### src/verilog/detector_pkg.sv
// constants and types shared by the current-mode detector files
package detector_pkg;

    ////////////////////////////////////////////////////////////////////////////
    // register indices, byte address is four times the index
    localparam logic [7:0] IDX_IMAX_STEP = 8'h70;
    localparam logic [7:0] IDX_DSG_LEVEL = 8'h00;
    localparam logic [7:0] IDX_CHG_LEVEL = 8'h02;
    localparam logic [7:0] IDX_BAND = 8'h04;
    localparam logic [7:0] IDX_DSG_REST = 8'h06;
    localparam logic [7:0] IDX_CHG_REST = 8'h08;
    localparam logic [7:0] IDX_EXIT = 8'h09;
    localparam logic [7:0] IDX_IR_LIMIT = 8'h0A;
    localparam logic [7:0] IDX_CHEM_CAP = 8'h40;
    localparam logic [7:0] IDX_STATUS = 8'h41;
    localparam logic [7:0] IDX_IMAX_LAST = 8'h42;
    localparam logic [7:0] IDX_OCV = 8'h43;

    ////////////////////////////////////////////////////////////////////////////
    // reset values
    localparam logic [15:0] RST_IMAX_STEP = 16'h01F4;
    localparam logic [15:0] RST_DSG_LEVEL = 16'h003C;
    localparam logic [15:0] RST_CHG_LEVEL = 16'h004B;
    localparam logic [15:0] RST_BAND = 16'h0028;
    localparam logic [15:0] RST_DSG_REST = 16'h003C;
    localparam logic [7:0] RST_CHG_REST = 8'h3C;
    localparam logic [7:0] RST_EXIT = 8'h01;
    localparam logic [15:0] RST_IR_LIMIT = 16'h0190;
    localparam logic [15:0] RST_CHEM_CAP = 16'h03E8;

    ////////////////////////////////////////////////////////////////////////////
    // status word bit positions
    localparam int unsigned ST_DSG_BIT = 0;
    localparam int unsigned ST_CHG_BIT = 1;
    localparam int unsigned ST_RELAX_BIT = 2;
    localparam int unsigned ST_OCV_DONE_BIT = 3;
    localparam int unsigned ST_WAKE_BIT = 4;
    localparam int unsigned ST_MODE_LSB = 8;

    ////////////////////////////////////////////////////////////////////////////
    // timing
    localparam int unsigned CLK_PERIOD_NS = 10;
    localparam int unsigned SECOND_NS = 1000000000;
    localparam int unsigned TICK_CYCLES = SECOND_NS / CLK_PERIOD_NS;
    localparam int unsigned SETTLE_MINUTES = 30;
    localparam logic [10:0] SETTLE_SECONDS = 11'(SETTLE_MINUTES * 60);
    localparam logic [24:0] SLOPE_LIMIT_UV = 25'h0000004;

    ////////////////////////////////////////////////////////////////////////////
    // types
    typedef struct packed {
        logic signed [15:0] imax_step;
        logic [15:0] dsg_level;
        logic [15:0] chg_level;
        logic [15:0] band;
        logic [15:0] dsg_rest;
        logic [7:0] chg_rest;
        logic [7:0] exit_delay;
        logic [15:0] ir_limit;
    } cfg_t;

    typedef enum logic [5:0] {
        MODE_NONE = 6'h01,
        MODE_DSG_FLOW = 6'h02,
        MODE_CHG_FLOW = 6'h04,
        MODE_DSG_QUAL = 6'h08,
        MODE_CHG_QUAL = 6'h10,
        MODE_RELAX = 6'h20
    } mode_t;

endpackage

### src/verilog/current_mode_detector.sv
// charge, discharge and rest detection with register file
//
// The implementer's own choice: the AHB-Lite register port.
`timescale 1ns/1ps
module current_mode_detector #(
    parameter int unsigned TICK_PERIOD = detector_pkg::TICK_CYCLES
) (
    input wire logic hclk,
    input wire logic hresetn,
    input wire logic ce,
    input wire logic hsel,
    input wire logic [31:0] haddr,
    input wire logic [1:0] htrans,
    input wire logic hwrite,
    input wire logic [2:0] hsize,
    input wire logic [31:0] hwdata,
    input wire logic hready,
    output logic hreadyout,
    output logic [31:0] hrdata,
    output logic hresp,
    input wire logic signed [15:0] average_current_a,
    input wire logic [23:0] cell_voltage_uv,
    input wire logic signed [15:0] imax_estimate,
    input wire logic learn_valid,
    input wire logic [15:0] learn_capacity,
    output logic imax_irq_pin,
    output logic dsg_flag,
    output logic chg_flow_flag,
    output logic relax_flag,
    output logic ocv_take,
    output logic [23:0] ocv_uv,
    output logic ir_apply,
    output logic [15:0] ir_correction_limit,
    output logic [15:0] cell_chem_capacity
);

    ////////////////////////////////////////////////////////////////////////////
    // shared tick
    logic tick;

    second_tick #(.PERIOD(TICK_PERIOD)) u_tick (
        .hclk(hclk),
        .hresetn(hresetn),
        .ce(ce),
        .tick(tick)
    );

    function automatic logic [7:0] reg_index(input logic [31:0] addr);
        reg_index = addr[9:2];
    endfunction

    ////////////////////////////////////////////////////////////////////////////
    // bus slave
    detector_pkg::cfg_t cfg_reg;
    detector_pkg::cfg_t cfg_next;
    logic [15:0] cap_reg;
    logic [15:0] cap_next;
    logic wr_pend_reg;
    logic wr_pend_next;
    logic [7:0] wr_idx_reg;
    logic [7:0] wr_idx_next;
    logic [31:0] rdata_reg;
    logic [31:0] rdata_next;
    logic addr_ok;
    logic [31:0] status_word;
    logic signed [15:0] imax_last_reg;
    logic signed [15:0] imax_last_next;
    logic [23:0] ocv_reg;
    logic [23:0] ocv_next;

    assign addr_ok = hsel & htrans[1] & hready;

    always_comb begin
        wr_pend_next = 1'b0;
        wr_idx_next = wr_idx_reg;
        rdata_next = rdata_reg;
        if (addr_ok) begin
            wr_pend_next = hwrite;
            wr_idx_next = reg_index(haddr);
            if (!hwrite) begin
                case (reg_index(haddr))
                    detector_pkg::IDX_IMAX_STEP:
                        rdata_next = {16'h0000, cfg_reg.imax_step};
                    detector_pkg::IDX_DSG_LEVEL:
                        rdata_next = {16'h0000, cfg_reg.dsg_level};
                    detector_pkg::IDX_CHG_LEVEL:
                        rdata_next = {16'h0000, cfg_reg.chg_level};
                    detector_pkg::IDX_BAND:
                        rdata_next = {16'h0000, cfg_reg.band};
                    detector_pkg::IDX_DSG_REST:
                        rdata_next = {16'h0000, cfg_reg.dsg_rest};
                    detector_pkg::IDX_CHG_REST:
                        rdata_next = {24'h000000, cfg_reg.chg_rest};
                    detector_pkg::IDX_EXIT:
                        rdata_next = {24'h000000, cfg_reg.exit_delay};
                    detector_pkg::IDX_IR_LIMIT:
                        rdata_next = {16'h0000, cfg_reg.ir_limit};
                    detector_pkg::IDX_CHEM_CAP:
                        rdata_next = {16'h0000, cap_reg};
                    detector_pkg::IDX_STATUS: rdata_next = status_word;
                    detector_pkg::IDX_IMAX_LAST:
                        rdata_next = {16'h0000, imax_last_reg};
                    detector_pkg::IDX_OCV: rdata_next = {8'h00, ocv_reg};
                    default: rdata_next = 32'h00000000;
                endcase
            end
        end
    end

    // configuration writes in the data phase
    always_comb begin
        cfg_next = cfg_reg;
        cap_next = cap_reg;
        if (wr_pend_reg) begin
            case (wr_idx_reg)
                detector_pkg::IDX_IMAX_STEP: cfg_next.imax_step = hwdata[15:0];
                detector_pkg::IDX_DSG_LEVEL: cfg_next.dsg_level = hwdata[15:0];
                detector_pkg::IDX_CHG_LEVEL: cfg_next.chg_level = hwdata[15:0];
                detector_pkg::IDX_BAND: cfg_next.band = hwdata[15:0];
                detector_pkg::IDX_DSG_REST: cfg_next.dsg_rest = hwdata[15:0];
                detector_pkg::IDX_CHG_REST: cfg_next.chg_rest = hwdata[7:0];
                detector_pkg::IDX_EXIT: cfg_next.exit_delay = hwdata[7:0];
                detector_pkg::IDX_IR_LIMIT: cfg_next.ir_limit = hwdata[15:0];
                detector_pkg::IDX_CHEM_CAP: cap_next = hwdata[15:0];
                default: cfg_next = cfg_reg;
            endcase
        end
        if (learn_valid) begin
            cap_next = learn_capacity;
        end
    end

    always_ff @(posedge hclk or negedge hresetn) begin
        if (!hresetn) begin
            wr_pend_reg <= 1'b0;
            wr_idx_reg <= 8'h00;
            rdata_reg <= 32'h00000000;
            cfg_reg.imax_step <= detector_pkg::RST_IMAX_STEP;
            cfg_reg.dsg_level <= detector_pkg::RST_DSG_LEVEL;
            cfg_reg.chg_level <= detector_pkg::RST_CHG_LEVEL;
            cfg_reg.band <= detector_pkg::RST_BAND;
            cfg_reg.dsg_rest <= detector_pkg::RST_DSG_REST;
            cfg_reg.chg_rest <= detector_pkg::RST_CHG_REST;
            cfg_reg.exit_delay <= detector_pkg::RST_EXIT;
            cfg_reg.ir_limit <= detector_pkg::RST_IR_LIMIT;
            cap_reg <= detector_pkg::RST_CHEM_CAP;
        end else if (ce) begin
            wr_pend_reg <= wr_pend_next;
            wr_idx_reg <= wr_idx_next;
            rdata_reg <= rdata_next;
            cfg_reg <= cfg_next;
            cap_reg <= cap_next;
        end
    end

    assign hreadyout = ce;
    assign hrdata = rdata_reg;
    assign hresp = 1'b0;
    assign ir_correction_limit = cfg_reg.ir_limit;
    assign cell_chem_capacity = cap_reg;

    ////////////////////////////////////////////////////////////////////////////
    // mode machine
    logic signed [16:0] cur;
    logic signed [16:0] band_pos;
    logic signed [16:0] dsg_pos;
    logic signed [16:0] chg_pos;
    logic below_band;
    logic above_band;
    logic dsg_now;
    logic chg_now;
    detector_pkg::mode_t mode_reg;
    detector_pkg::mode_t mode_next;
    logic [15:0] timer_reg;
    logic [15:0] timer_next;
    logic [15:0] timer_inc;
    logic [10:0] rest_reg;
    logic [10:0] rest_next;
    logic [23:0] prev_uv_reg;
    logic [23:0] prev_uv_next;
    logic prev_ok_reg;
    logic prev_ok_next;
    logic ocv_done_reg;
    logic ocv_done_next;
    logic ocv_take_reg;
    logic ocv_take_next;
    logic wake_reg;
    logic wake_next;
    logic dsg_reg;
    logic chg_reg;
    logic signed [24:0] dv;
    logic [24:0] dv_abs;

    assign cur = {average_current_a[15], average_current_a};
    assign band_pos = $signed({1'b0, cfg_reg.band});
    assign dsg_pos = $signed({1'b0, cfg_reg.dsg_level});
    assign chg_pos = $signed({1'b0, cfg_reg.chg_level});
    assign below_band = cur < -band_pos;
    assign above_band = cur > band_pos;
    assign dsg_now = cur < -dsg_pos;
    assign chg_now = cur > chg_pos;
    assign timer_inc = (timer_reg == 16'hFFFF) ? timer_reg
                                               : timer_reg + 16'h0001;
    assign dv = $signed({1'b0, cell_voltage_uv}) - $signed({1'b0, prev_uv_reg});
    assign dv_abs = dv[24] ? 25'(-dv) : 25'(dv);

    always_comb begin
        mode_next = mode_reg;
        timer_next = timer_reg;
        rest_next = rest_reg;
        prev_uv_next = prev_uv_reg;
        prev_ok_next = prev_ok_reg;
        ocv_done_next = ocv_done_reg;
        ocv_take_next = 1'b0;
        ocv_next = ocv_reg;
        wake_next = wake_reg;
        case (mode_reg)
            detector_pkg::MODE_NONE,
            detector_pkg::MODE_DSG_FLOW,
            detector_pkg::MODE_CHG_FLOW: begin
                timer_next = 16'h0000;
                if (below_band) begin
                    mode_next = detector_pkg::MODE_DSG_FLOW;
                end else if (above_band) begin
                    mode_next = detector_pkg::MODE_CHG_FLOW;
                end else if (mode_reg == detector_pkg::MODE_DSG_FLOW) begin
                    mode_next = detector_pkg::MODE_DSG_QUAL;
                end else if (mode_reg == detector_pkg::MODE_CHG_FLOW) begin
                    mode_next = detector_pkg::MODE_CHG_QUAL;
                end
            end
            detector_pkg::MODE_DSG_QUAL,
            detector_pkg::MODE_CHG_QUAL: begin
                if (below_band) begin
                    mode_next = detector_pkg::MODE_DSG_FLOW;
                    timer_next = 16'h0000;
                end else if (above_band) begin
                    mode_next = detector_pkg::MODE_CHG_FLOW;
                    timer_next = 16'h0000;
                end else if ((mode_reg == detector_pkg::MODE_DSG_QUAL &&
                              timer_reg >= cfg_reg.dsg_rest) ||
                             (mode_reg == detector_pkg::MODE_CHG_QUAL &&
                              timer_reg >= {8'h00, cfg_reg.chg_rest})) begin
                    mode_next = detector_pkg::MODE_RELAX;
                    timer_next = 16'h0000;
                    rest_next = 11'h000;
                    prev_ok_next = 1'b0;
                    ocv_done_next = 1'b0;
                    wake_next = 1'b0;
                end else if (tick) begin
                    timer_next = timer_inc;
                end
            end
            detector_pkg::MODE_RELAX: begin
                if (dsg_now || chg_now) begin
                    if (timer_reg >= {8'h00, cfg_reg.exit_delay}) begin
                        mode_next = dsg_now ? detector_pkg::MODE_DSG_FLOW
                                            : detector_pkg::MODE_CHG_FLOW;
                        timer_next = 16'h0000;
                    end else if (tick) begin
                        timer_next = timer_inc;
                    end
                end else begin
                    timer_next = 16'h0000;
                end
                if (tick) begin
                    if (rest_reg != detector_pkg::SETTLE_SECONDS) begin
                        rest_next = rest_reg + 11'h001;
                    end
                    prev_uv_next = cell_voltage_uv;
                    prev_ok_next = 1'b1;
                    if (rest_reg == detector_pkg::SETTLE_SECONDS &&
                        prev_ok_reg && !ocv_done_reg &&
                        dv_abs < detector_pkg::SLOPE_LIMIT_UV) begin
                        ocv_take_next = 1'b1;
                        ocv_done_next = 1'b1;
                        ocv_next = cell_voltage_uv;
                    end
                end
            end
            default: begin
                mode_next = detector_pkg::MODE_NONE;
                timer_next = 16'h0000;
            end
        endcase
    end

    always_ff @(posedge hclk or negedge hresetn) begin
        if (!hresetn) begin
            mode_reg <= detector_pkg::MODE_NONE;
            timer_reg <= 16'h0000;
            rest_reg <= 11'h000;
            prev_uv_reg <= 24'h000000;
            prev_ok_reg <= 1'b0;
            ocv_done_reg <= 1'b0;
            ocv_take_reg <= 1'b0;
            ocv_reg <= 24'h000000;
            wake_reg <= 1'b1;
            dsg_reg <= 1'b0;
            chg_reg <= 1'b0;
        end else if (ce) begin
            mode_reg <= mode_next;
            timer_reg <= timer_next;
            rest_reg <= rest_next;
            prev_uv_reg <= prev_uv_next;
            prev_ok_reg <= prev_ok_next;
            ocv_done_reg <= ocv_done_next;
            ocv_take_reg <= ocv_take_next;
            ocv_reg <= ocv_next;
            wake_reg <= wake_next;
            dsg_reg <= dsg_now;
            chg_reg <= chg_now;
        end
    end

    assign dsg_flag = dsg_reg;
    assign chg_flow_flag = chg_reg;
    assign relax_flag = (mode_reg == detector_pkg::MODE_RELAX);
    assign ocv_take = ocv_take_reg;
    assign ocv_uv = ocv_reg;
    assign ir_apply = wake_reg & chg_reg;

    always_comb begin
        status_word = 32'h00000000;
        status_word[detector_pkg::ST_DSG_BIT] = dsg_reg;
        status_word[detector_pkg::ST_CHG_BIT] = chg_reg;
        status_word[detector_pkg::ST_RELAX_BIT] = relax_flag;
        status_word[detector_pkg::ST_OCV_DONE_BIT] = ocv_done_reg;
        status_word[detector_pkg::ST_WAKE_BIT] = wake_reg;
        status_word[detector_pkg::ST_MODE_LSB +: 6] = mode_reg;
    end

    ////////////////////////////////////////////////////////////////////////////
    // max-current step interrupt
    logic signed [16:0] imax_diff;
    logic [16:0] diff_abs;
    logic [16:0] step_abs;
    logic irq_reg;
    logic irq_next;

    assign imax_diff = {imax_estimate[15], imax_estimate}
                     - {imax_last_reg[15], imax_last_reg};
    assign diff_abs = imax_diff[16] ? 17'(-imax_diff) : 17'(imax_diff);
    assign step_abs = cfg_reg.imax_step[15]
                    ? 17'(-{cfg_reg.imax_step[15], cfg_reg.imax_step})
                    : {1'b0, cfg_reg.imax_step};

    always_comb begin
        irq_next = 1'b0;
        imax_last_next = imax_last_reg;
        if (imax_diff != 17'h00000 && diff_abs >= step_abs) begin
            irq_next = 1'b1;
            imax_last_next = imax_estimate;
        end
    end

    always_ff @(posedge hclk or negedge hresetn) begin
        if (!hresetn) begin
            irq_reg <= 1'b0;
            imax_last_reg <= 16'h0000;
        end else if (ce) begin
            irq_reg <= irq_next;
            imax_last_reg <= imax_last_next;
        end
    end

    assign imax_irq_pin = irq_reg;
endmodule // current_mode_detector

### src/verilog/second_tick.sv
// one-second tick divider
`timescale 1ns/1ps
module second_tick #(
    parameter int unsigned PERIOD = 100000000
) (
    input wire logic hclk,
    input wire logic hresetn,
    input wire logic ce,
    output logic tick
);
    localparam int unsigned CW = (PERIOD < 2) ? 1 : $clog2(PERIOD);

    logic [CW-1:0] count_reg;
    logic [CW-1:0] count_next;
    logic tick_reg;
    logic tick_next;

    always_comb begin
        tick_next = 1'b0;
        count_next = count_reg + CW'(1);
        if (count_reg == CW'(PERIOD - 1)) begin
            count_next = '0;
            tick_next = 1'b1;
        end
    end

    always_ff @(posedge hclk or negedge hresetn) begin
        if (!hresetn) begin
            count_reg <= '0;
            tick_reg <= 1'b0;
        end else if (ce) begin
            count_reg <= count_next;
            tick_reg <= tick_next;
        end
    end

    assign tick = tick_reg & ce;
endmodule // second_tick
### config.mk
export PLATFORM = sky130hd
export DESIGN_NAME = current_mode_detector
export DESIGN_NICKNAME = d
export VERILOG_FILES = /design/src/verilog/detector_pkg.sv /design/src/verilog/current_mode_detector.sv /design/src/verilog/second_tick.sv
export SDC_FILE = /design/constraint.sdc
export NUM_CORES = 1
export LEC_CHECK = 0
export ABC_CLOCK_PERIOD_IN_PS = 8300
export CELL_PAD_IN_SITES_DETAIL_PLACEMENT = 1
export CELL_PAD_IN_SITES_GLOBAL_PLACEMENT = 2
export CORE_ASPECT_RATIO = 0.6
export CORE_MARGIN = 10
export CORE_UTILIZATION = 44
export DETAILED_ROUTE_END_ITERATION = 12
export DONT_BUFFER_PORTS = 1
export PLACE_DENSITY = 0.9
export SKIP_LAST_GASP = 1
export SLEW_MARGIN = 30
export SYNTH_ARGS = -nofsm -noshare
export SYNTH_HDL_FRONTEND = slang
export SYNTH_SLANG_ARGS = --single-unit
### constraint.sdc
create_clock -name hclk -period 8.3 [get_ports hclk]
set_input_delay 0.415 -clock hclk [delete_from_list [all_inputs] [get_ports hclk]]
set_output_delay 0.415 -clock hclk [all_outputs]
set_load 0.05 [all_outputs]
* After elaboration in Yosys (flattened, before gate mapping)
Cells that the tools add are included.
** Cells by class
- Add/sub/neg operators :: 10
- $lt $le $gt $ge :: 9
- Mux-type cells :: 47
- Eq/ne operators :: 39
- Reduce and logical (&&, ||, !) cells :: 36
- Bitwise logic cells :: 7
** Operator list (number)
- one-hot mux 24 bit (12 select lines) :: 1
- 2-to-1 mux 16 bit :: 10
- == test 8 x 7 -> 1 bit (second input constant) :: 7
- 2-to-1 mux 11 bit :: 5
- 2-to-1 mux 6 bit :: 9
- == test 8 x 4 -> 1 bit (second input constant) :: 6
- greater-than comparator 16 x 17 -> 1 bit :: 2
- less-than comparator 16 x 17 -> 1 bit :: 2
- 2-to-1 mux 17 bit :: 2
- negation 16 -> 17 bit :: 2
- negation 17 bit :: 2
- AND reduction 3 bit :: 11
- == test 8 x 3 -> 1 bit (second input constant) :: 4
- >= comparator 16 x 8 -> 1 bit :: 2
- one-hot mux 16 bit (2 select lines) :: 1
- adder 27 x 1 -> 27 bit (second input constant) :: 1
- == test 27 bit (second input constant) :: 1
- 2-to-1 mux 27 bit :: 1
- less-than comparator 25 x 3 -> 1 bit (second input constant) :: 1
- 2-to-1 mux 25 bit :: 1
- negation 25 bit :: 1
- subtractor 24 x 24 -> 25 bit :: 1
- one-hot mux 11 bit (2 select lines) :: 1
- one-hot mux 6 bit (3 select lines) :: 1
- 37 further kinds :: 73
** Word-level totals
- Bits in registers :: 301
- Word-level logic and storage cells :: 175
- Output and inout bits :: 96
- Input bits :: 148

* Depth between registers and ports, before layout
Gate-level depths: netlist (run 1).
- Word-level depth :: 8
- Gate-level depth with buffers :: 29
- Gate-level depth less buffers :: 26

* Hierarchy
From an unflattened synthesis (run 1), not the netlist that was laid out.
** Second synthesis, totals
- Cells, all modules :: 2162
- Area, all modules :: 20577.2 sq um
** By module, submodules not included
- current_mode_detector :: times used 1, seq. area each 6676.4 sq um, cells each 1996, area an instance 18975.7 sq um
- second_tick :: times used 1, seq. area each 700.7 sq um, cells each 166, area an instance 1601.5 sq um

* Worst setup path after synthesis (run 1)
OpenSTA, ideal clock, no wires.
- Path type :: in2reg
- Start :: input port imax_estimate[0]
- End :: register imax_last_reg[10]
- Required time :: 8175 ps
- Buffers on the path :: 3
- Data arrival time :: 4967 ps
- Cell stages on the path :: 28
- Path slack :: 3208 ps
- Library setup time :: 125 ps
- Cells stage by stage :: inv_1 -> ha_1 -> fa_1 -> nor2b_1 -> o21ai_0 -> a21boi_0 -> o211ai_1 -> a211oi_1 -> nor4_1 -> o21bai_1 -> a211oi_1 -> nor2_1 -> clkbuf_1 -> nor2_1 -> xor2_1 -> ha_1 -> a21o_1 -> a21o_1 -> a21oi_1 -> nand2_1 -> a21oi_1 -> nor2b_1 -> o221ai_1 -> a21oi_1 -> o41a_1 -> buf_2 -> buf_2 -> mux2_2
** On the way
- Longest elaborated chain between the ends :: 6
- Elaborated cells between the ends (all ways) :: 7
- Classes of those cells :: add/sub: 2; order compare: 1; mux: 1; reduce/logical: 3
** RTL lines
- start: declaration :: line current_mode_detector.sv:23 : input wire logic signed [15:0] imax_estimate,
- subtractor 16 x 16 -> 17 bit (*) :: line current_mode_detector.sv:342 : - {imax_last_reg[15], imax_last_reg};
- negation 17 bit :: line current_mode_detector.sv:343 : assign diff_abs = imax_diff[16] ? 17'(-imax_diff) : 17'(imax_diff);
- 2-to-1 mux 17 bit :: line current_mode_detector.sv:343
- >= comparator 17 bit :: line current_mode_detector.sv:351 : if (imax_diff != 17'h00000 && diff_abs >= step_abs) begin
- logical AND 1 bit (*) :: line current_mode_detector.sv:351
- AND reduction 2 bit (no line) (*)
- end signal: assignment :: line current_mode_detector.sv:363 : imax_last_reg <= imax_last_next;
- end: declaration :: line current_mode_detector.sv:66 : logic signed [15:0] imax_last_reg;
Every way passes the cells marked *; elsewhere a longest branch is shown, timed or not.
A chain may end at the register's enable or synchronous reset.

* Worst setup path in the final report (run 1)
- Start :: register cfg_reg (netlist bit band_pos[4])
- End :: register mode_reg[1]
** On the way
- Longest elaborated chain between the ends :: 4
- Elaborated cells between the ends (all ways) :: 11
- Classes of those cells :: add/sub: 1; order compare: 2; eq/ne: 2; mux: 5; reduce/logical: 1
** RTL lines
- start: declaration :: line current_mode_detector.sv:54 : detector_pkg::cfg_t cfg_reg;
- start signal: assignment :: line current_mode_detector.sv:151 : cfg_reg <= cfg_next;
- negation 16 -> 17 bit / greater-than comparator 16 x 17 -> 1 bit (equally long branches) :: line current_mode_detector.sv:198, current_mode_detector.sv:199
- less-than comparator 16 x 17 -> 1 bit (tied with other cells) :: line current_mode_detector.sv:198 : assign below_band = cur < -band_pos;
- != test 5 bit (no line) (tied with other cells)
- AND reduction 5 bit (no line) / one-hot mux 6 bit (3 select lines) (equally long branches)
- end signal: assignment :: line current_mode_detector.sv:290 : mode_reg <= detector_pkg::MODE_NONE;
- end signal: assignment :: line current_mode_detector.sv:302 : mode_reg <= mode_next;
- end: declaration :: line current_mode_detector.sv:172 : detector_pkg::mode_t mode_reg;
Several ways; a longest one is shown, not always the timed one.

==> summary.txt, run 1 <==
Status - complete, no violations
Endpoint class of the critical path - register
Hold WS - 0.00955 ns
Max-slew violations - 0
ANT nets after route - 0
Relative slew slack - 0.323
Die height - 187 um
Fin util - 0.491
Hold-critical path depth - 2
Clk sinks - 293
I/O Buffers - 0
# rows - 61
Via count - 18,300
Overflow after GRT - 0
First-pass GRT wire length - 122,000 um
Initial antenna violation count - 12
R2R setup slack - 2.29 ns
Top post-synthesis cells by count - 257 x dfrtp_1, 203 x nand2_1, 163 x ha_1
Clk_lat worst skew - 0.61 ns
DP Area - 0.0208 sq mm
Routability cong. - 0.986
Final instance area - 0.0226 sq mm
WS Path Type - register to register
Top Ports - 244
Synth area leaders - dfrtp_1 31%, ha_1 10%, mux2_2 6.3%
Levels on crit path - 15
Crit-path cells - inv_1 > nand4_1 > nor4_1 > nand3_1 > nor3_1 > xnor2_1 > ha_1 > nor4b_1 > o2111ai_1 > o211ai_1 > nand2b_1 > nor2_1 > a311oi_1 > a21boi_0 > mux2_2
Via/cell ratio - 6.37
Largest register FFs - 80
Fraction of registers with async set/reset - 1.00
HPWL Detailed - 60,300 um
Vias in the first global route - 18,300
Most common cell in the synthesized netlist - dfrtp_1
DR pass1 iterations - 6
Critical path buffers and inverters - 1
Clk pwr share - 0.287
Dpl cells - 2,737
Setup tns final - 0 ns
CP top delay family - simple AND/OR/NAND/NOR gates
Die Area - 0.0557 sq mm
CP arrival - 6.51 ns
Max Fclk - 166 MHz
Share of cells above drive strength 1 - 0.128
Combinational fraction of design power - 0.350
Largest area contributor in the netlist - dfrtp_1
Cells after synthesis - 2,197
Num CTS Buffers - 30
Hold WC Path Type - input pin to register
Multi-input gate area - 0.0120 sq mm
P_int - 3020 uW
Worst VDD drop - 0.182 mV
Initial core utilization - 0.443
DIE WIDTH - 298 um
Core area - 0.0461 sq mm
Yosys top cell area share - 0.315
Post-CTS Setup Repair Bufs - 0
Seq pwr share - 0.363
H-Tree Level Count - 1
DRC - 0
# resized after CTS - 0
Unrepaired setup endpoints after global routing - false
CP required - 8.79 ns
Setup violators final - 0
Routed wire length - 82,200 um
Non-Filler Instances - 2,875
Sw Ratio - 0.385
Post-CTS Hold Buffers - 67
Initial DRC count - 1,657
# fillers - 5,303
Final Hold Fails - 0
Clock Skew - 0.0274 ns
Pin count of the biggest net entering global routing - 294
Power density over cell area - 217 mW/mm^2
Yosys warns - 0
P&R area growth vs syn - 10.8%
Sw power - 1900 uW
Clk buf depth - 3
FF-to-FF path depth - 15
CP max stage cell - nor4_1
EDFF count, synth - 0
Sequential area share after synthesis - 0.361
CP Max Fanout - 4
FF+latch area - 0.00738 sq mm
Synthesized area per cell - 9.30 sq um
Post-synth cell types - 97
Top FF cell, synth - dfrtp_1
GRT Util Overall - 0.284
Leakage - 0.0103 uW
Flops & latches, synth - 293
Critical path launch point type - register
CTS tree - built
Crit path time final - 6.01 ns
Slew at the pin with the worst max-slew slack - 1.01 ns
Cell Area, Synth - 0.0204 sq mm
Routed length per instance - 28.6 um
Fin nets - 2,523
Slowest stage delay, CP - 0.67 ns
Max-Cap Viols - 0
Reg clk slew, reported paths - 0.07 ns
Root Driver - clkbuf_16
Final period utilization - 0.725
-- power groups by stage --
stage	Sequential [uW]	Combinational (uW)	Clock, uW
after floorplan	1710	1250	0
after global placement	1790	1520	0
after detailed placement	1800	1590	0
after CTS	1780	1690	1420
after global routing	1800	1920	1490
final	1790	1720	1410
-- kinds of logic after synthesis --
family                     count (synthesis)  share of synthesized area
and+or+nand+nor                          663                      0.161
AOI/OAI and AO/OA                        542                      0.181
DFF                                      293                      0.361
buffers and inverters                    262                     0.0562
muxes                                    166                     0.0931
adders and majority gates                165                      0.102
xor gates and xnor gates                 104                     0.0450
other                                      2                   0.000368
-- per-stage QoR --
stage / setup slack [ns] / power (uW)
finish: 2.29 / 4920
global route: 1.86 / 5210
CTS: 2.08 / 4890
detailed placement: 2.12 / 3390
global placement: 2.26 / 3310
floorplan: 3.21 / 2960
-- placed cells by master, fill, tap and decap left out, drive strengths merged, types with 13 or more instances in the layout --
cell	netlist	layout
or3	18	18
a31oi	24	24
o2111ai	13	13
dlygate4sd3	0	67
a22o	27	27
a21o	54	54
mux2	135	135
o21a	16	16
xor2	41	41
nand4	29	29
mux2i	31	31
a221oi	36	36
ha	163	163
a21oi	84	84
xnor2	63	63
a222oi	13	13
nor2	145	145
nand2	203	203
dfrtp	257	257
buf	49	17
clkbuf	62	41
a211oi	15	15
dfstp	36	36
nand3	51	51
o21ai	156	156
o211ai	20	20
and3	20	20
nor3	54	54
nor2b	29	29
nor4	23	23
inv	150	154
nand2b	33	33
-- final timing paths --
kind,from,end
max,band_pos[4],mode_reg[1]
min,hwdata[3],cell_chem_capacity[3]
max reg2reg,band_pos[4],mode_reg[1]
min reg2reg,prev_ok_reg,prev_ok_reg
max in group asynchronous,hresetn,cfg_reg[39]
min in group asynchronous,hresetn,prev_uv_reg[6]
-- final cells by class --
class	instances	share of cell area
multi-input combinational	1650	0.531
sequential	293	0.326
inverter	151	0.0250
clock inverter	15	0.00591
antenna	11	0.00122
timing repair buffer	84	0.0388
clock buffer	41	0.0376
tap	630	0.0348
-- worst reg2reg max path, delay by kind of cell (launching register included) --
family	cells	cell delay, ns
xor+xnor	1	0.13
mux	1	0.42
fa+ha+maj	1	0.22
compound gates	4	2.09
simple gates	7	2.41
flops	1	0.44
buf+inv	1	0.19
-- metal layers --
metal	track usage	part of all wire	wire (um)
met1	0.395	0.44	36300
met2	0.391	0.40	32800
met3	0.128	0.13	10800
met4	0.0663	0.026	2150
met5	0.0379	0.0020	164
Power figures use the tool's default switching activity.
==> run 2: changes to the inputs <==
--- a/config.mk
+++ b/config.mk
@@ -5,15 +5,15 @@
 export SDC_FILE = /design/constraint.sdc
 export NUM_CORES = 1
 export LEC_CHECK = 0
-export ABC_CLOCK_PERIOD_IN_PS = 8300
+export ABC_CLOCK_PERIOD_IN_PS = 4900
 export CELL_PAD_IN_SITES_DETAIL_PLACEMENT = 1
 export CELL_PAD_IN_SITES_GLOBAL_PLACEMENT = 2
 export CORE_ASPECT_RATIO = 0.6
 export CORE_MARGIN = 10
-export CORE_UTILIZATION = 44
+export CORE_UTILIZATION = 37
 export DETAILED_ROUTE_END_ITERATION = 12
 export DONT_BUFFER_PORTS = 1
-export PLACE_DENSITY = 0.9
+export PLACE_DENSITY = 0.81
 export SKIP_LAST_GASP = 1
 export SLEW_MARGIN = 30
 export SYNTH_ARGS = -nofsm -noshare
==> constraint.sdc (replaced) <==
create_clock -name hclk -period 4.9 [get_ports hclk]
set_input_delay 0.245 -clock hclk [delete_from_list [all_inputs] [get_ports hclk]]
set_output_delay 0.245 -clock hclk [all_outputs]
set_load 0.05 [all_outputs]
==> run 2 against run 1 <==
Net effect:
- the run now ends with negative hold slack, negative setup slack left
- clock skew shrank 0.0034 ns
- non-clock buffer count up 103
- register-to-register slack worse by 2.5 ns
- die area grew 17%
- maximum frequency is 18% higher
- critical path type unchanged
- critical endpoint is now imax_last_reg[14]
==> summary.txt, run 2 (synthesized netlist as in run 1, its figures left out) <==
Relative slew slack - 0.287
Critical path launch point type - register
Setup violators final - 17
Seq pwr share - 0.314
Power density over cell area - 400 mW/mm^2
Crit path time final - 5.11 ns
CP required - 5.40 ns
Most frequent cells in the layout - 257 x dfrtp_1, 202 x nand2_1, 162 x ha_1
Vias in the first global route - 18,700
ANT nets after route - 0
Root Driver - clkbuf_16
DIE WIDTH - 323 um
CP Max Fanout - 9
Unrepaired setup endpoints after global routing - true
Endpoint class of the critical path - register
Routed length per instance - 28.0 um
Initial antenna violation count - 9
DRC - 0
# fillers - 6,127
Clk pwr share - 0.294
FF+latch area - 0.00738 sq mm
DR pass1 iterations - 6
First-pass GRT wire length - 126,000 um
Slowest stage delay, CP - 0.43 ns
Sw Ratio - 0.368
Clock Skew - 0.0240 ns
Worst VDD drop - 0.294 mV
Die height - 202 um
Clk buf depth - 3
Hold WC Path Type - input pin to asynchronous set/reset pin
Status - finished with violations
Die Area - 0.0653 sq mm
Via/cell ratio - 6.11
Hold WS - -0.627 ns
Num CTS Buffers - 31
Highest routed layer - met5
Pin count of the biggest net entering global routing - 294
Sw power - 3520 uW
Core area - 0.0544 sq mm
Post-Route M1 WL - 39,100 um
HPWL Detailed - 64,100 um
Initial core utilization - 0.375
Reg clk slew, reported paths - 0.07 ns
P_int - 6060 uW
Fin util - 0.441
Largest register FFs - 80
Max-Cap Viols - 0
Final Hold Fails - 290
Failing checks - negative hold slack, negative setup slack
# rows - 66
Fin nets - 2,627
Routed wire length - 85,700 um
Setup ws final - -0.211 ns
Met2 wire length - 33,800 um
Clk sinks - 293
GRT Util Overall - 0.253
Combinational fraction of design power - 0.392
Slew at the pin with the worst max-slew slack - 1.07 ns
Max Fclk - 196 MHz
WL met3 - 10,400 um
Overflow after GRT - 0
Max-slew violations - 0
Final period utilization - 1.04
CP max stage cell - dfrtp_1
Top Ports - 244
Share of cells above drive strength 1 - 0.169
H-Tree Level Count - 1
CTS tree - built
CP arrival - 5.61 ns
I/O Buffers - 0
Most common cell after layout, fill and taps aside - dfrtp_1
Multi-input gate area - 0.0122 sq mm
P&R area growth vs syn - 17.4%
Via count - 18,700
Routability cong. - 0.946
Clk_lat worst skew - 0.62 ns
Initial DRC count - 1,888
Post-CTS Hold Buffers - 103
WS Path Type - register to register
Most common cell on crit path - buf_4
Leakage - 0.0109 uW
[run 2: cell type report]
| class | instances | share of cell area |
|---|---|---|
| repair buffers | 187 | 0.0726 |
| diodes | 3 | 0.000313 |
| flip-flops and latches | 293 | 0.308 |
| well taps | 714 | 0.0373 |
| clock buffers | 38 | 0.0360 |
| clock inverters | 20 | 0.0136 |
| multi-input cells | 1650 | 0.509 |
| inverters | 151 | 0.0236 |
[run 2: power by group through the flow]
stage / registers (uW) / logic (uW) / clock network, uW
floorplan: 2890 / 2120 / 0
global placement: 3020 / 2880 / 0
detailed placement: 3030 / 3030 / 0
CTS: 2990 / 3460 / 2840
global route: 3030 / 4090 / 2950
finish: 3010 / 3760 / 2820
[run 2: through the flow]
stage                     worst slack [ns]  area, sq um  power [uW]  setup TNS, ns  instances
final                               -0.211        24000        9580          -3.17       3056
after floorplan                     0.0356        20500        5010              0       2205
after detailed placement            -0.365        21300        6060          -5.64       2870
after global placement             -0.0737        21300        5900          -1.06       2870
after CTS                         -0.00831        23800        9290        -0.0352       3045
after global routing                -0.493        24000       10100          -7.89       3053
[run 2: worst paths after layout]
kind	cells past startpoint	to	slack [ns]	start
min in group hclk	2	cell_chem_capacity[14]	0.05	learn_valid
setup reg to reg	26	imax_last_reg[14]	-0.21	imax_last_reg[0]
hold / removal	0	timer_reg[10]	-0.63	hresetn
setup / recovery	26	imax_last_reg[14]	-0.21	imax_last_reg[0]
max in group asynchronous	0	imax_last_reg[1]	4.71	hresetn
hold reg to reg	1	prev_ok_reg	0.48	prev_ok_reg
[run 2: worst max-delay path, delay by kind of cell (launching register included)]
kind	cells	cell delay, ns
multiplexers	1	0.35
adder cells (fa/ha/maj)	3	0.87
buffers and inverters	5	0.73
flip-flops	1	0.43
AO/OA/AOI/OAI	11	1.87
AND/OR/NAND/NOR	5	0.59
XOR/XNOR	1	0.13
[run 2: layer usage]
| metal | vias to the layer above | global-route usage |
|---|---|---|
| met5 | - | 0 |
| met4 | 2 | 0.0632 |
| met3 | 135 | 0.0966 |
| met2 | 825 | 0.344 |
| met1 | 9520 | 0.365 |
| li1 | 8192 | - |
[run 2: repair_timing]
action,CTS,global route
hold endpoints to repair,513,293
setup endpoints to repair,17,26
buffers inserted,13,8
pin swaps,19,17
cloned,1,0
gates resized for setup,27,32
==> run 3: changes to the inputs <==
--- a/config.mk
+++ b/config.mk
@@ -13,9 +13,10 @@
 export CORE_UTILIZATION = 37
 export DETAILED_ROUTE_END_ITERATION = 12
 export DONT_BUFFER_PORTS = 1
-export PLACE_DENSITY = 0.81
+export PLACE_DENSITY = 0.8
 export SKIP_LAST_GASP = 1
 export SLEW_MARGIN = 30
 export SYNTH_ARGS = -nofsm -noshare
 export SYNTH_HDL_FRONTEND = slang
+export SYNTH_HIERARCHICAL = 1
 export SYNTH_SLANG_ARGS = --single-unit
==> run 3 against run 2 <==
Net effect:
- the run still ends with negative hold slack, negative setup slack left
- largest cell class unchanged
- critical path depth fell by 1
- clock skew rose by 0.017 ns
- highest routed layer unchanged
- first-iteration DRC count fell by 25%
- area after synthesis rose by 0.73%
- largest power group unchanged
- total power fell by 2.1%
- wire length fell by 7.1%
- non-clock buffer count fell by 14
- cell area fell by 0.17%
- final cell count fell by 0.20%
==> summary.txt, run 3 <==
Initial antenna violation count - 4
Hold WS - -0.676 ns
CTS tree - built
Synth area leaders - dfrtp_1 31%, ha_1 9.9%, mux2_2 7.9%
Clk sinks - 293
# rows - 66
Pin count of the biggest net entering global routing - 294
Initial core utilization - 0.377
Worst VDD drop - 0.292 mV
Share of cells above drive strength 1 - 0.172
Flops & latches, synth - 293
Critical path launch point type - register
Via/cell ratio - 5.94
FF-to-FF path depth - 25
CP required - 5.39 ns
Launching point of the worst reg2reg path - imax_last_reg[0]
Overflow after GRT - 0
Die height - 203 um
DRC - 0
H-Tree Level Count - 1
Fin nets - 2,585
DIE WIDTH - 324 um
GRT Util Overall - 0.233
CP startpoint - imax_last_reg[0]
R2R setup slack - -0.28 ns
HPWL Detailed - 59,300 um
Yosys warns - 6
WS Path Type - register to register
Largest area contributor in the netlist - dfrtp_1
Routability cong. - 0.884
FF-to-FF End - imax_last_reg[8]
Synth Area in Adders - 0.101
Reg clk slew, reported paths - 0.07 ns
Crit path time final - 5.18 ns
Num CTS Buffers - 31
Setup violators final - 17
Relative slew slack - 0.364
Setup ws final - -0.279 ns
CP arrival - 5.67 ns
Fraction of registers with async set/reset - 1.00
Synthesized area per cell - 9.52 sq um
Largest register FFs - 80
Post-CTS Hold Buffers - 100
Most frequent cells in the layout - 257 x dfrtp_1, 171 x nand2_1, 161 x ha_1
Top post-synthesis cells by count - 257 x dfrtp_1, 173 x nand2_1, 163 x ha_1
P&R area growth vs syn - 16.3%
DR pass1 iterations - 5
# fillers - 6,159
Status - finished with violations
I/O Buffers - 0
Vias in the first global route - 18,600
Die Area - 0.0658 sq mm
Via count - 18,100
Most common cell in the synthesized netlist - dfrtp_1
Initial DRC count - 1,412
Routed wire length - 79,500 um
Clk_lat worst skew - 0.63 ns
Endpoint class of the critical path - register
Sequential area share after synthesis - 0.359
Leakage - 0.0109 uW
EDFF count, synth - 0
Largest family of logic cells by synthesized area - compound AO/OA/AOI/OAI gates
Synth Area in Simple Gates - 0.167
XOR/XNOR Fraction of Synth Area - 0.0404
Unrepaired setup endpoints after global routing - true
Root Driver - clkbuf_16
Failing checks - negative hold slack, negative setup slack
Non-Filler Instances - 3,050
Core area - 0.0546 sq mm
Routed length per instance - 26.1 um
Clk buf depth - 3
Final Hold Fails - 293
Final period utilization - 1.06
Clock Skew - 0.0414 ns
Max-Cap Viols - 0
ANT nets after route - 0
Setup tns final - -3.91 ns
Cells after synthesis - 2,162
Yosys top cell area share - 0.313
Cell Area, Synth - 0.0206 sq mm
Power density over cell area - 392 mW/mm^2
First-pass GRT wire length - 121,000 um
Max-slew violations - 0
Top Ports - 244
Hold WC Path Type - input pin to asynchronous set/reset pin
Max Fclk - 193 MHz
Top FF cell, synth - dfrtp_1
Most common cell after layout, fill and taps aside - dfrtp_1
Post-synth cell types - 96
Worst Setup EP - imax_last_reg[8]
Slew at the pin with the worst max-slew slack - 0.952 ns
Mux share of post-synthesis cell area - 0.106
Dpl cells - 2,876
CP Max Fanout - 8
Synth Area in Compound Gates - 0.175
run 3: cell types whose count changed in the layout (fill, tap and decap cells not counted), moves of 14 or more:
cell,delta
a221oi_1,-16
a22oi_1,+44
mux2_2,+19
mux2_4,+14
nand2_1,-31
nand4_1,+15
nor2_1,-33
o21ai_0,-25
run 3: what timing repair did:
item | CTS | global route
hold endpoints to repair | 536 | 293
pin swaps | 20 | 3
gates cloned | 2 | 0
resized for setup | 16 | 15
setup buffers | 9 | 2
setup endpoints to repair | 17 | 18
run 3: cell type report:
type	instances	area, sq um	area share
multi-input combinational	1629	12400	0.518
sequential	293	7380	0.308
timing repair buffer	173	1630	0.0682
tap	748	936	0.0391
clock buffer	49	923	0.0386
inverter	144	541	0.0226
clock inverter	9	121	0.00507
antenna	5	12.5	0.000523
run 3: critical path, cell delays in order (launching register included):
cell and delay [ns]:
dfrtp_1 0.38, ha_4 0.16, fa_2 0.20, nor2b_2 0.05
o21ai_2 0.16, a21boi_2 0.08, o21a_1 0.20, o31a_1 0.26
o2111a_1 0.26, o31a_1 0.29, o21a_1 0.20, buf_6 0.12
o31ai_4 0.34, o31a_1 0.21, xor2_1 0.17, ha_1 0.26
and4_1 0.23, nand2_2 0.10, nor4_4 0.05, a211o_1 0.28
a211oi_2 0.22, a21o_1 0.15, a41o_4 0.13, buf_12 0.12
buf_16 0.13, mux2_4 0.30
run 3: logic make-up after synthesis:
group	after synthesis
AOI/OAI and AO/OA	529
xor gates and xnor gates	95
adders and majority gates	165
buffers and inverters	248
DFF	293
muxes	190
other	2
and+or+nand+nor	640
run 3: per-stage QoR:
step	area [sq um]	utilization	total power (uW)	setup slack, ns
floorplan	20700	-	5270	0.00779
global placement	21600	0.396	6250	-0.252
detailed placement	21600	0.396	6420	-0.342
CTS	23900	0.437	9320	-0.271
global route	23900	0.438	9970	-0.529
finish	23900	0.438	9380	-0.279
run 3: worst min path at each step:
stage	from	end	slack [ns]	cells after the start
after global routing	hresetn	band_pos[12]	-0.73	0
after detailed placement	hresetn	cfg_reg[77]	-0.02	0
after floorplan	hresetn	band_pos[0]	-0.05	0
final	hresetn	band_pos[13]	-0.68	0
after global placement	hresetn	band_pos[12]	-0.01	0
after CTS	hresetn	cfg_reg[77]	-0.70	0
run 3: report_power, final:
part	switching [uW]	internal, uW
clock	1090	1400
sequential	417	2640
combinational	2000	1830
run 3: metal layers:
layer  part of all wire  GRT usage
met1               0.46      0.331
met2               0.42      0.338
met3              0.097     0.0778
met4              0.023     0.0530
met5            0.00016          0
